## src/logic/i2csf_pkg.sv

```systemverilog
// package for the serial bus stop and transfer flag block
// assumes a 32-bit apb slave on one clock
`default_nettype none
package i2csf_pkg;
    // ********************
    // register map
    // ********************
    localparam logic [7:0] status_off = 8'h00;
    localparam logic [7:0] control_off = 8'h04;
    localparam logic [7:0] irq_status_off = 8'h08;
    localparam logic [7:0] irq_mask_off = 8'h0c;

    // ********************
    // status field positions
    // ********************
    localparam int error_stop_bit = 7;
    localparam int normal_stop_bit = 6;
    localparam int transfer_request_bit = 5;
    localparam int second_address_bit = 4;
    localparam int general_irq_bit = 0;

    // ********************
    // control field positions and resets
    // ********************
    localparam int enable_bit = 0;
    localparam int mode_lsb = 1;
    localparam logic [7:0] status_reset = 8'h00;
    localparam logic [2:0] control_reset = 3'h0;
    localparam logic [2:0] irq_mask_reset = 3'h0;

    // ********************
    // interrupt event positions
    // ********************
    localparam int ev_stop = 0;
    localparam int ev_transfer = 1;
    localparam int ev_error_stop = 2;

    typedef enum logic [1:0] {
        i2csf_slave,
        i2csf_master,
        i2csf_clocked
    } i2csf_mode_t;

    // events from the serial bus engine
    typedef struct packed {
        logic stop_after_frame;
        logic stop_in_frame;
        logic tx_empty_set;
        logic rx_full_set;
        logic second_address_match;
        logic general_irq_clear;
    } i2csf_events_t;
endpackage
`default_nettype wire

```

## src/logic/i2csf_apb.sv

```systemverilog
// apb slave front end for the flag block
// assumes a 32-bit apb master on the same clock
`timescale 1ns/1ps
`default_nettype none
module i2csf_apb (
    // clock and reset
    input wire logic ref_clk,
    input wire logic rst,
    // apb
    input wire logic psel,
    input wire logic penable,
    input wire logic pwrite,
    input wire logic [7:0] paddr,
    input wire logic [31:0] pwdata,
    // decoded access
    output logic acc_write,
    output logic acc_read,
    output logic [7:0] acc_addr,
    output logic [31:0] acc_wdata
);
    // one access pulse per transfer; slave always ready in the access phase
    always_comb begin
        acc_write = psel & penable & pwrite;
        acc_read = psel & penable & ~pwrite;
        acc_addr = paddr;
        acc_wdata = pwdata;
    end
endmodule // i2csf_apb
`default_nettype wire

```

## src/logic/i2csf_flags.sv

```systemverilog
// stop and continuous transfer status flags with apb access
// assumes bus engine events are one-cycle pulses on ref_clk
// Operation
// - normal stop flag is only meaningful in bus-format slave mode
// - stop after a completed frame sets the normal stop flag
// - writing 0 after reading 1 clears the normal stop flag
// - clearing the general interrupt flag clears the normal stop flag
// - transfer request flag marks each finished frame in continuous transfer
// - frame completion event drives the data transfer controller request; the code does so only while the interface is enabled
// - setting transfer request also sets the general interrupt flag
// - slave mode: buffer flag event sets request when second address matched
// - master or clocked mode: buffer flag event sets request
// - writing 0 after reading 1 clears the transfer request flag
// - general flag clear with interface enabled clears transfer request
// - error stop and normal stop are never both set
// - normal stop at bit 6, reset 0, read or clear only
//
// The APB register port and the register addresses were decided locally.
`timescale 1ns/1ps
`default_nettype none
module i2csf_flags (
    // clock and reset
    input wire logic ref_clk,
    input wire logic rst,
    // apb
    input wire logic psel,
    input wire logic penable,
    input wire logic pwrite,
    input wire logic [7:0] paddr,
    input wire logic [31:0] pwdata,
    output logic [31:0] prdata,
    output logic pready,
    output logic pslverr,
    // bus engine
    input wire i2csf_pkg::i2csf_events_t events,
    // system
    output logic dtc_request,
    output logic general_irq,
    output logic irq
);
    // ********************
    // state
    // ********************
    typedef struct packed {
        logic error_stop_flag;
        logic normal_stop_flag;
        logic continuous_transfer_request_flag;
        logic general_interface_interrupt_flag;
        logic second_address_match_flag;
        logic seen_error_stop;
        logic seen_normal_stop;
        logic seen_request;
        logic seen_general;
        logic [2:0] control;
        logic [2:0] irq_status;
        logic [2:0] irq_mask;
        logic [31:0] prdata;
        logic pready;
        logic pslverr;
        logic dtc_request;
        logic irq;
    } i2csf_state_t;

    i2csf_state_t st;
    i2csf_state_t next_st;
    logic acc_write;
    logic acc_read;
    logic [7:0] acc_addr;
    logic [31:0] acc_wdata;

    i2csf_apb u_apb (
        .ref_clk(ref_clk),
        .rst(rst),
        .psel(psel),
        .penable(penable),
        .pwrite(pwrite),
        .paddr(paddr),
        .pwdata(pwdata),
        .acc_write(acc_write),
        .acc_read(acc_read),
        .acc_addr(acc_addr),
        .acc_wdata(acc_wdata)
    );

    // clears a flag written 0 only if it was read as 1 before
    function automatic logic cleared(input logic flag, input logic seen, input logic wbit);
        cleared = flag & seen & ~wbit;
    endfunction

    function automatic logic [7:0] status_byte(input i2csf_state_t s);
        status_byte = i2csf_pkg::status_reset;
        status_byte[i2csf_pkg::error_stop_bit] = s.error_stop_flag;
        status_byte[i2csf_pkg::normal_stop_bit] = s.normal_stop_flag;
        status_byte[i2csf_pkg::transfer_request_bit] = s.continuous_transfer_request_flag;
        status_byte[i2csf_pkg::second_address_bit] = s.second_address_match_flag;
        status_byte[i2csf_pkg::general_irq_bit] = s.general_interface_interrupt_flag;
    endfunction

    // ********************
    // next state
    // ********************
    logic status_wr;
    logic ctrl_wr;
    logic mask_wr;
    logic status_rd;
    logic irq_rd;
    logic slave_mode;
    logic enable;
    logic buffer_event;
    logic set_request;
    logic set_stop;
    logic set_error_stop;
    logic clr_general;
    logic [2:0] ev;

    always_comb begin
        next_st = st;
        status_wr = acc_write && acc_addr == i2csf_pkg::status_off;
        ctrl_wr = acc_write && acc_addr == i2csf_pkg::control_off;
        mask_wr = acc_write && acc_addr == i2csf_pkg::irq_mask_off;
        status_rd = acc_read && acc_addr == i2csf_pkg::status_off;
        irq_rd = acc_read && acc_addr == i2csf_pkg::irq_status_off;
        enable = st.control[i2csf_pkg::enable_bit];
        slave_mode = st.control[i2csf_pkg::mode_lsb +: 2] == 2'(i2csf_pkg::i2csf_slave);
        buffer_event = events.tx_empty_set | events.rx_full_set;
        // slave needs the second address match, master or clocked does not
        set_request = buffer_event
            & (slave_mode ? (st.second_address_match_flag | events.second_address_match)
                          : 1'b1);
        set_stop = slave_mode & events.stop_after_frame;
        set_error_stop = slave_mode & events.stop_in_frame & ~set_stop;
        clr_general = events.general_irq_clear
            | (status_wr & cleared(st.general_interface_interrupt_flag, st.seen_general,
                                   acc_wdata[i2csf_pkg::general_irq_bit]));

        // read-then-write-0 tracking
        if (status_rd) begin
            next_st.seen_error_stop = st.error_stop_flag;
            next_st.seen_normal_stop = st.normal_stop_flag;
            next_st.seen_request = st.continuous_transfer_request_flag;
            next_st.seen_general = st.general_interface_interrupt_flag;
        end

        if (status_wr) begin
            if (cleared(st.normal_stop_flag, st.seen_normal_stop,
                        acc_wdata[i2csf_pkg::normal_stop_bit]))
                next_st.normal_stop_flag = 1'b0;
            if (cleared(st.continuous_transfer_request_flag, st.seen_request,
                        acc_wdata[i2csf_pkg::transfer_request_bit]))
                next_st.continuous_transfer_request_flag = 1'b0;
            if (cleared(st.error_stop_flag, st.seen_error_stop,
                        acc_wdata[i2csf_pkg::error_stop_bit]))
                next_st.error_stop_flag = 1'b0;
        end
        if (clr_general) begin
            next_st.general_interface_interrupt_flag = 1'b0;
            next_st.normal_stop_flag = 1'b0;
            next_st.error_stop_flag = 1'b0;
            if (enable)
                next_st.continuous_transfer_request_flag = 1'b0;
        end
        if (status_wr || clr_general) begin
            next_st.seen_error_stop = 1'b0;
            next_st.seen_normal_stop = 1'b0;
            next_st.seen_request = 1'b0;
            next_st.seen_general = 1'b0;
        end

        // second address match is tracked here for the status view and for the slave mode request gate
        if (!slave_mode)
            next_st.second_address_match_flag = 1'b0;
        else if (events.second_address_match)
            next_st.second_address_match_flag = 1'b1;

        // hardware sets win over clears
        if (set_request) begin
            next_st.continuous_transfer_request_flag = 1'b1;
            next_st.general_interface_interrupt_flag = 1'b1;
        end
        if (set_stop) begin
            next_st.normal_stop_flag = 1'b1;
            next_st.error_stop_flag = 1'b0;
        end else if (set_error_stop) begin
            next_st.error_stop_flag = 1'b1;
            next_st.normal_stop_flag = 1'b0;
        end
        if (set_stop || set_error_stop)
            next_st.general_interface_interrupt_flag = 1'b1;

        if (ctrl_wr)
            next_st.control = acc_wdata[2:0];
        if (mask_wr)
            next_st.irq_mask = acc_wdata[2:0];

        // sticky events, cleared by reading, new event wins
        ev = 3'h0;
        ev[i2csf_pkg::ev_stop] = set_stop;
        ev[i2csf_pkg::ev_transfer] = set_request;
        ev[i2csf_pkg::ev_error_stop] = set_error_stop;
        next_st.irq_status = (irq_rd ? 3'h0 : st.irq_status) | ev;

        // apb answer, one cycle access phase
        next_st.pready = psel & ~penable;
        next_st.pslverr = 1'b0;
        next_st.prdata = 32'h0;
        if (psel && !penable) begin
            case (paddr)
                i2csf_pkg::status_off: next_st.prdata = {24'h0, status_byte(st)};
                i2csf_pkg::control_off: next_st.prdata = {29'h0, st.control};
                i2csf_pkg::irq_status_off: next_st.prdata = {29'h0, st.irq_status};
                i2csf_pkg::irq_mask_off: next_st.prdata = {29'h0, st.irq_mask};
                default: next_st.pslverr = 1'b1;
            endcase
        end

        next_st.dtc_request = set_request & enable;
        next_st.irq = |(next_st.irq_status & next_st.irq_mask);
    end

    always_ff @(posedge ref_clk or posedge rst) begin
        if (rst) begin
            st <= '0;
            st.control <= i2csf_pkg::control_reset;
            st.irq_mask <= i2csf_pkg::irq_mask_reset;
        end else begin
            st <= next_st;
        end
    end

    // ********************
    // outputs
    // ********************
    always_comb begin
        prdata = st.prdata;
        pready = st.pready;
        pslverr = st.pslverr;
        dtc_request = st.dtc_request;
        general_irq = st.general_interface_interrupt_flag;
        irq = st.irq;
    end
endmodule // i2csf_flags
`default_nettype wire

```

## config.mk

```make
export PLATFORM = sky130hd
export DESIGN_NAME = i2csf_flags
export DESIGN_NICKNAME = d
export VERILOG_FILES = /design/src/logic/i2csf_pkg.sv /design/src/logic/i2csf_apb.sv /design/src/logic/i2csf_flags.sv
export SDC_FILE = /design/constraint.sdc
export NUM_CORES = 1
export LEC_CHECK = 0
export BUFFER_PORTS_ARGS = -buffer_cell sky130_fd_sc_hd__clkbuf_2
export CORE_MARGIN = 5
export CORE_UTILIZATION = 25
export DETAILED_ROUTE_END_ITERATION = 6
export GPL_TIMING_DRIVEN = 0
export HOLD_SLACK_MARGIN = 0.1
export PLACE_DENSITY = 0.5
export SLEW_MARGIN = 20
export SYNTH_ARGS = -nofsm -noshare
export SYNTH_HDL_FRONTEND = slang
export SYNTH_HIERARCHICAL = 1
export SYNTH_SLANG_ARGS = --single-unit
```

## constraint.sdc

```tcl
create_clock -name ref_clk -period 1.43 [get_ports ref_clk]
set_clock_uncertainty 0.05 [all_clocks]
set_input_delay 0.0715 -clock ref_clk [delete_from_list [all_inputs] [get_ports ref_clk]]
set_output_delay 0.0715 -clock ref_clk [all_outputs]
set_load 0.02 [all_outputs]
```

; After elaboration in Yosys (flattened, before gate mapping)
; Cells that the tools add are included.
[totals]
register_bits = 54
[classes]
n_eq_ne = 4
n_reduce_logical = 20
n_bitwise = 30
muxes = 21
[op_table]
columns = cell, count
row1 = 8-bit one-hot mux with 4 select lines, 1
row2 = 1-bit bitwise AND, 18
row3 = 8-bit by 4-bit == test with 1-bit output (second input constant), 2
row4 = 4-bit two-way mux, 3
row5 = 4-bit nonzero test, 3
row6 = 1-bit two-way mux, 10
row7 = 3-bit two-way mux, 3
row8 = 8-bit by 3-bit == test with 1-bit output (second input constant), 1
row9 = 8-bit zero test, 1
row10 = 8-bit two-way mux, 1
row11 = 1-bit NOT, 7
row12 = 1-bit logical AND, 6
row13 = 2-bit two-way mux, 3
row14 = 2-bit AND reduction, 2
row15 = 4-bit OR reduction, 1
row16 = 3-bit bitwise AND, 1
row17 = 1-bit bitwise OR, 3
row18 = 3-bit bitwise OR, 1
row19 = 3-bit nonzero test, 1
row20 = 3-bit OR reduction, 1
row21 = 2-bit zero test, 1
row22 = 1-bit logical OR, 2
row23 = 2-bit != test (second input constant), 1
row24 = 2-bit nonzero test, 1
row25 = 1-bit zero test, 1

; Logic depth before layout (Yosys ltp)
[logic_depth]
ltp_word = 8
mapped_depth = 5
ltp_nobuf = 5

; Hierarchy
; Netlist, hierarchy kept.
[modules_own_cells]
columns = mod, area_each_um2, cells_each, instances
row1 = i2csf_flags, 1565.3, 151, 1
row2 = i2csf_apb, 316.6, 42, 1

; Worst setup path before layout
; No wires, ideal clock.
[synth_path]
path_kind = input port to flip-flop
startpoint = input port paddr[5]
endpoint = register st, in the netlist irq
setup_slack_ns = -0.085
arrival_ns = 1.331
n_path_buf = 1
t_required_ns = 1.246
stages = 5
cell_sequence = buf_4 > or4_4 > nor3_4 > mux2i_1 > o221ai_2
[synth_rtl]
columns = item, line
row1 = start: declaration, i2csf_flags.sv:29  ; input wire logic [7:0] paddr,
row2 = end signal: assignment, i2csf_flags.sv:226  ; st <= next_st;
row3 = end: declaration, i2csf_flags.sv:64  ; i2csf_state_t st;

==> results by group <==
Floorplanning
  • Die Ht: 92.14 um
  • FP Rows: 30
  • Initial Util: 0.2524
  • Top Ports: 88
  • Core area: 6681 um2
  • Die area: 8489 um2
  • Die X: 92.14 um

CTS
  • TritonCTS buffer count: 5
  • Clk slew on worst S/H paths: 60 ps
  • Clk buf depth: 2
  • Root Buffer: clkbuf_8
  • H-tree Lvls: 2
  • Clock Latency Late Sink: 280 ps
  • CTS tree: built
  • CTS sink count: 29

STA
  • Fmax achieved: 709.8 MHz
  • Final min period: 1409 ps
  • Final hold viol count: 0
  • Slew Limit Fails: 0
  • Max-slew headroom: 0.6016
  • Setup TNS: 0 ps
  • Unrepaired setup endpoints after global routing: yes
  • Worst Tran Pin Value: 596.7 ps
  • Setup-failing EPs final: 0
  • Period utilization: 0.9852

Detailed routing
  • Initial DRC count: 36
  • Routed WL: 3556 um
  • Drt wl/cell: 11.08 um
  • Vias: 1,247
  • Post-route DRC: 0
  • Vias per cell: 3.885
  • First-pass DRT Iterations: 4
  • DRT antenna net count: 0

GRT
  • Vias in the first global route: 1,232
  • First-pass GRT wire length: 5927 um
  • Largest net degree at the start of global routing: 30
  • Gr ovfl total: 0
  • Total GRT Usage: 0.08934
  • Initial antenna violation count: 0

Power
  • Leakage: 0.001204 uW
  • Power Density: 786.4 nW/um2
  • Peak supply drop: 0.2504 mV

Finish
  • Finished Layout Cells: 321
  • Most common cell after layout, fill and taps aside: buf_4
  • Most frequent cells in the layout: buf_4 (45), clkbuf_2 (30), dfrtp_1 (29)
  • Fin nets: 291
  • Syn-to-layout area delta: 34.42%
  • Layout fillers: 705
  • Ant diodes: 0
  • Share of layout cells above drive strength 1: 0.4274

Setup path
  • Max incr delay on CP: 560 ps
  • Crit. End Element: register
  • Crit path max fanout: 3
  • Critical-path top delay cell: or4_4
  • Crit path kind: in -> reg
  • Arr. time, crit path: 1510 ps
  • Critical-path cell list: clkbuf_2, buf_6, or4_4, nor3_4, mux2i_2, o221ai_2
  • WP data required: 1530 ps
  • Worst Setup Start Kind: primary input

Placement
  • Hpwl dp: 2935 um
  • Placed cells: 301
  • Number of port buffers: 30
  • Routability Congestion: 0.8426

Synthesis
  • Cells after Synth: 167
  • Syn Area/Cell: 10.10 um2
  • Mapped cell area: 1687 um2
  • Yosys warnings: 6

Worst hold path
  • Hold Path Class: in -> reg

Run
  • Max capacitance violation total: 0

Run status
  • Status: complete, no violations
==> power breakdown <==
| part | internal, uW | switching [uW] | leakage (uW) | total [uW] |
|---|---|---|---|---|
| registers | 834 | 8.70 | 0.000368 | 843 |
| logic | 144 | 164 | 0.000791 | 308 |
| clock network | 336 | 296 | 0.0000450 | 632 |
==> metal layers <==
metal	track usage	vias to the layer above	share of wire
li1	-	644	-
met1	0.1140	557	0.46
met2	0.1387	39	0.46
met3	0.03610	7	0.069
met4	0.02599	0	0.012
met5	0	-	0
==> worst paths after layout <==
kind / cells past startpoint / end / slack (ps) / start
max: 6 / irq / 20 / paddr[6]
min: 3 / pslverr / 110 / paddr[5]
max reg2reg: 3 / general_irq / 110 / st[44]
min reg2reg: 1 / prdata[4] / 430 / st[49]
max in group asynchronous: 3 / general_irq / 590 / rst
min in group asynchronous: 3 / enable / 350 / rst
==> metrics by stage <==
stage | setup WS [ps] | instance area [um2] | hold slack (ps) | util | total power, uW
after floorplan | -65.58 | 1787 | 99.61 | - | 1070
after global placement | -343.6 | 2037 | 233.9 | 0.3049 | 1136
after detailed placement | -321.7 | 2037 | 124.2 | 0.3049 | 1138
after CTS | 10.55 | 2241 | 106.9 | 0.3354 | 1808
after global routing | -25.78 | 2267 | 126.8 | 0.3393 | 1882
final | 21.19 | 2267 | 108.2 | 0.3393 | 1783
==> repair_timing <==
action                     CTS  global route
setup endpoints to repair    6            10
pin swaps                    0             2
hold endpoints to repair    43             0
setup buffers                0             1
hold buffers                11             0
gates resized for setup      2             4
gates cloned                 0             0
==> state kept, by name, summed over array words and instances (netlist names) <==
signal,flops
enable,1
st,16
general_irq,1
pready,1
prdata,7
irq,1
pslverr,1
dtc_request,1
==> worst max-delay path, delay by kind of cell <==
family                 cells  cell delay (ps)
buffers and inverters      2              220
AO/OA/AOI/OAI              1              130
AND/OR/NAND/NOR            2              800
multiplexers               1              290
==> layout make-up <==
class                   instances  area (um2)  area share
flip-flops and latches         29       725.7      0.3201
inverters                      10       37.54     0.01656
repair buffers                 42       267.8      0.1181
plain buffers                  46       352.8      0.1556
clock buffers                   6       72.57     0.03201
clock inverters                 2       10.01    0.004415
well taps                      80       100.1     0.04415
multi-input cells             106       700.7      0.3091
Note: power is estimated with default switching activity, not from simulation.
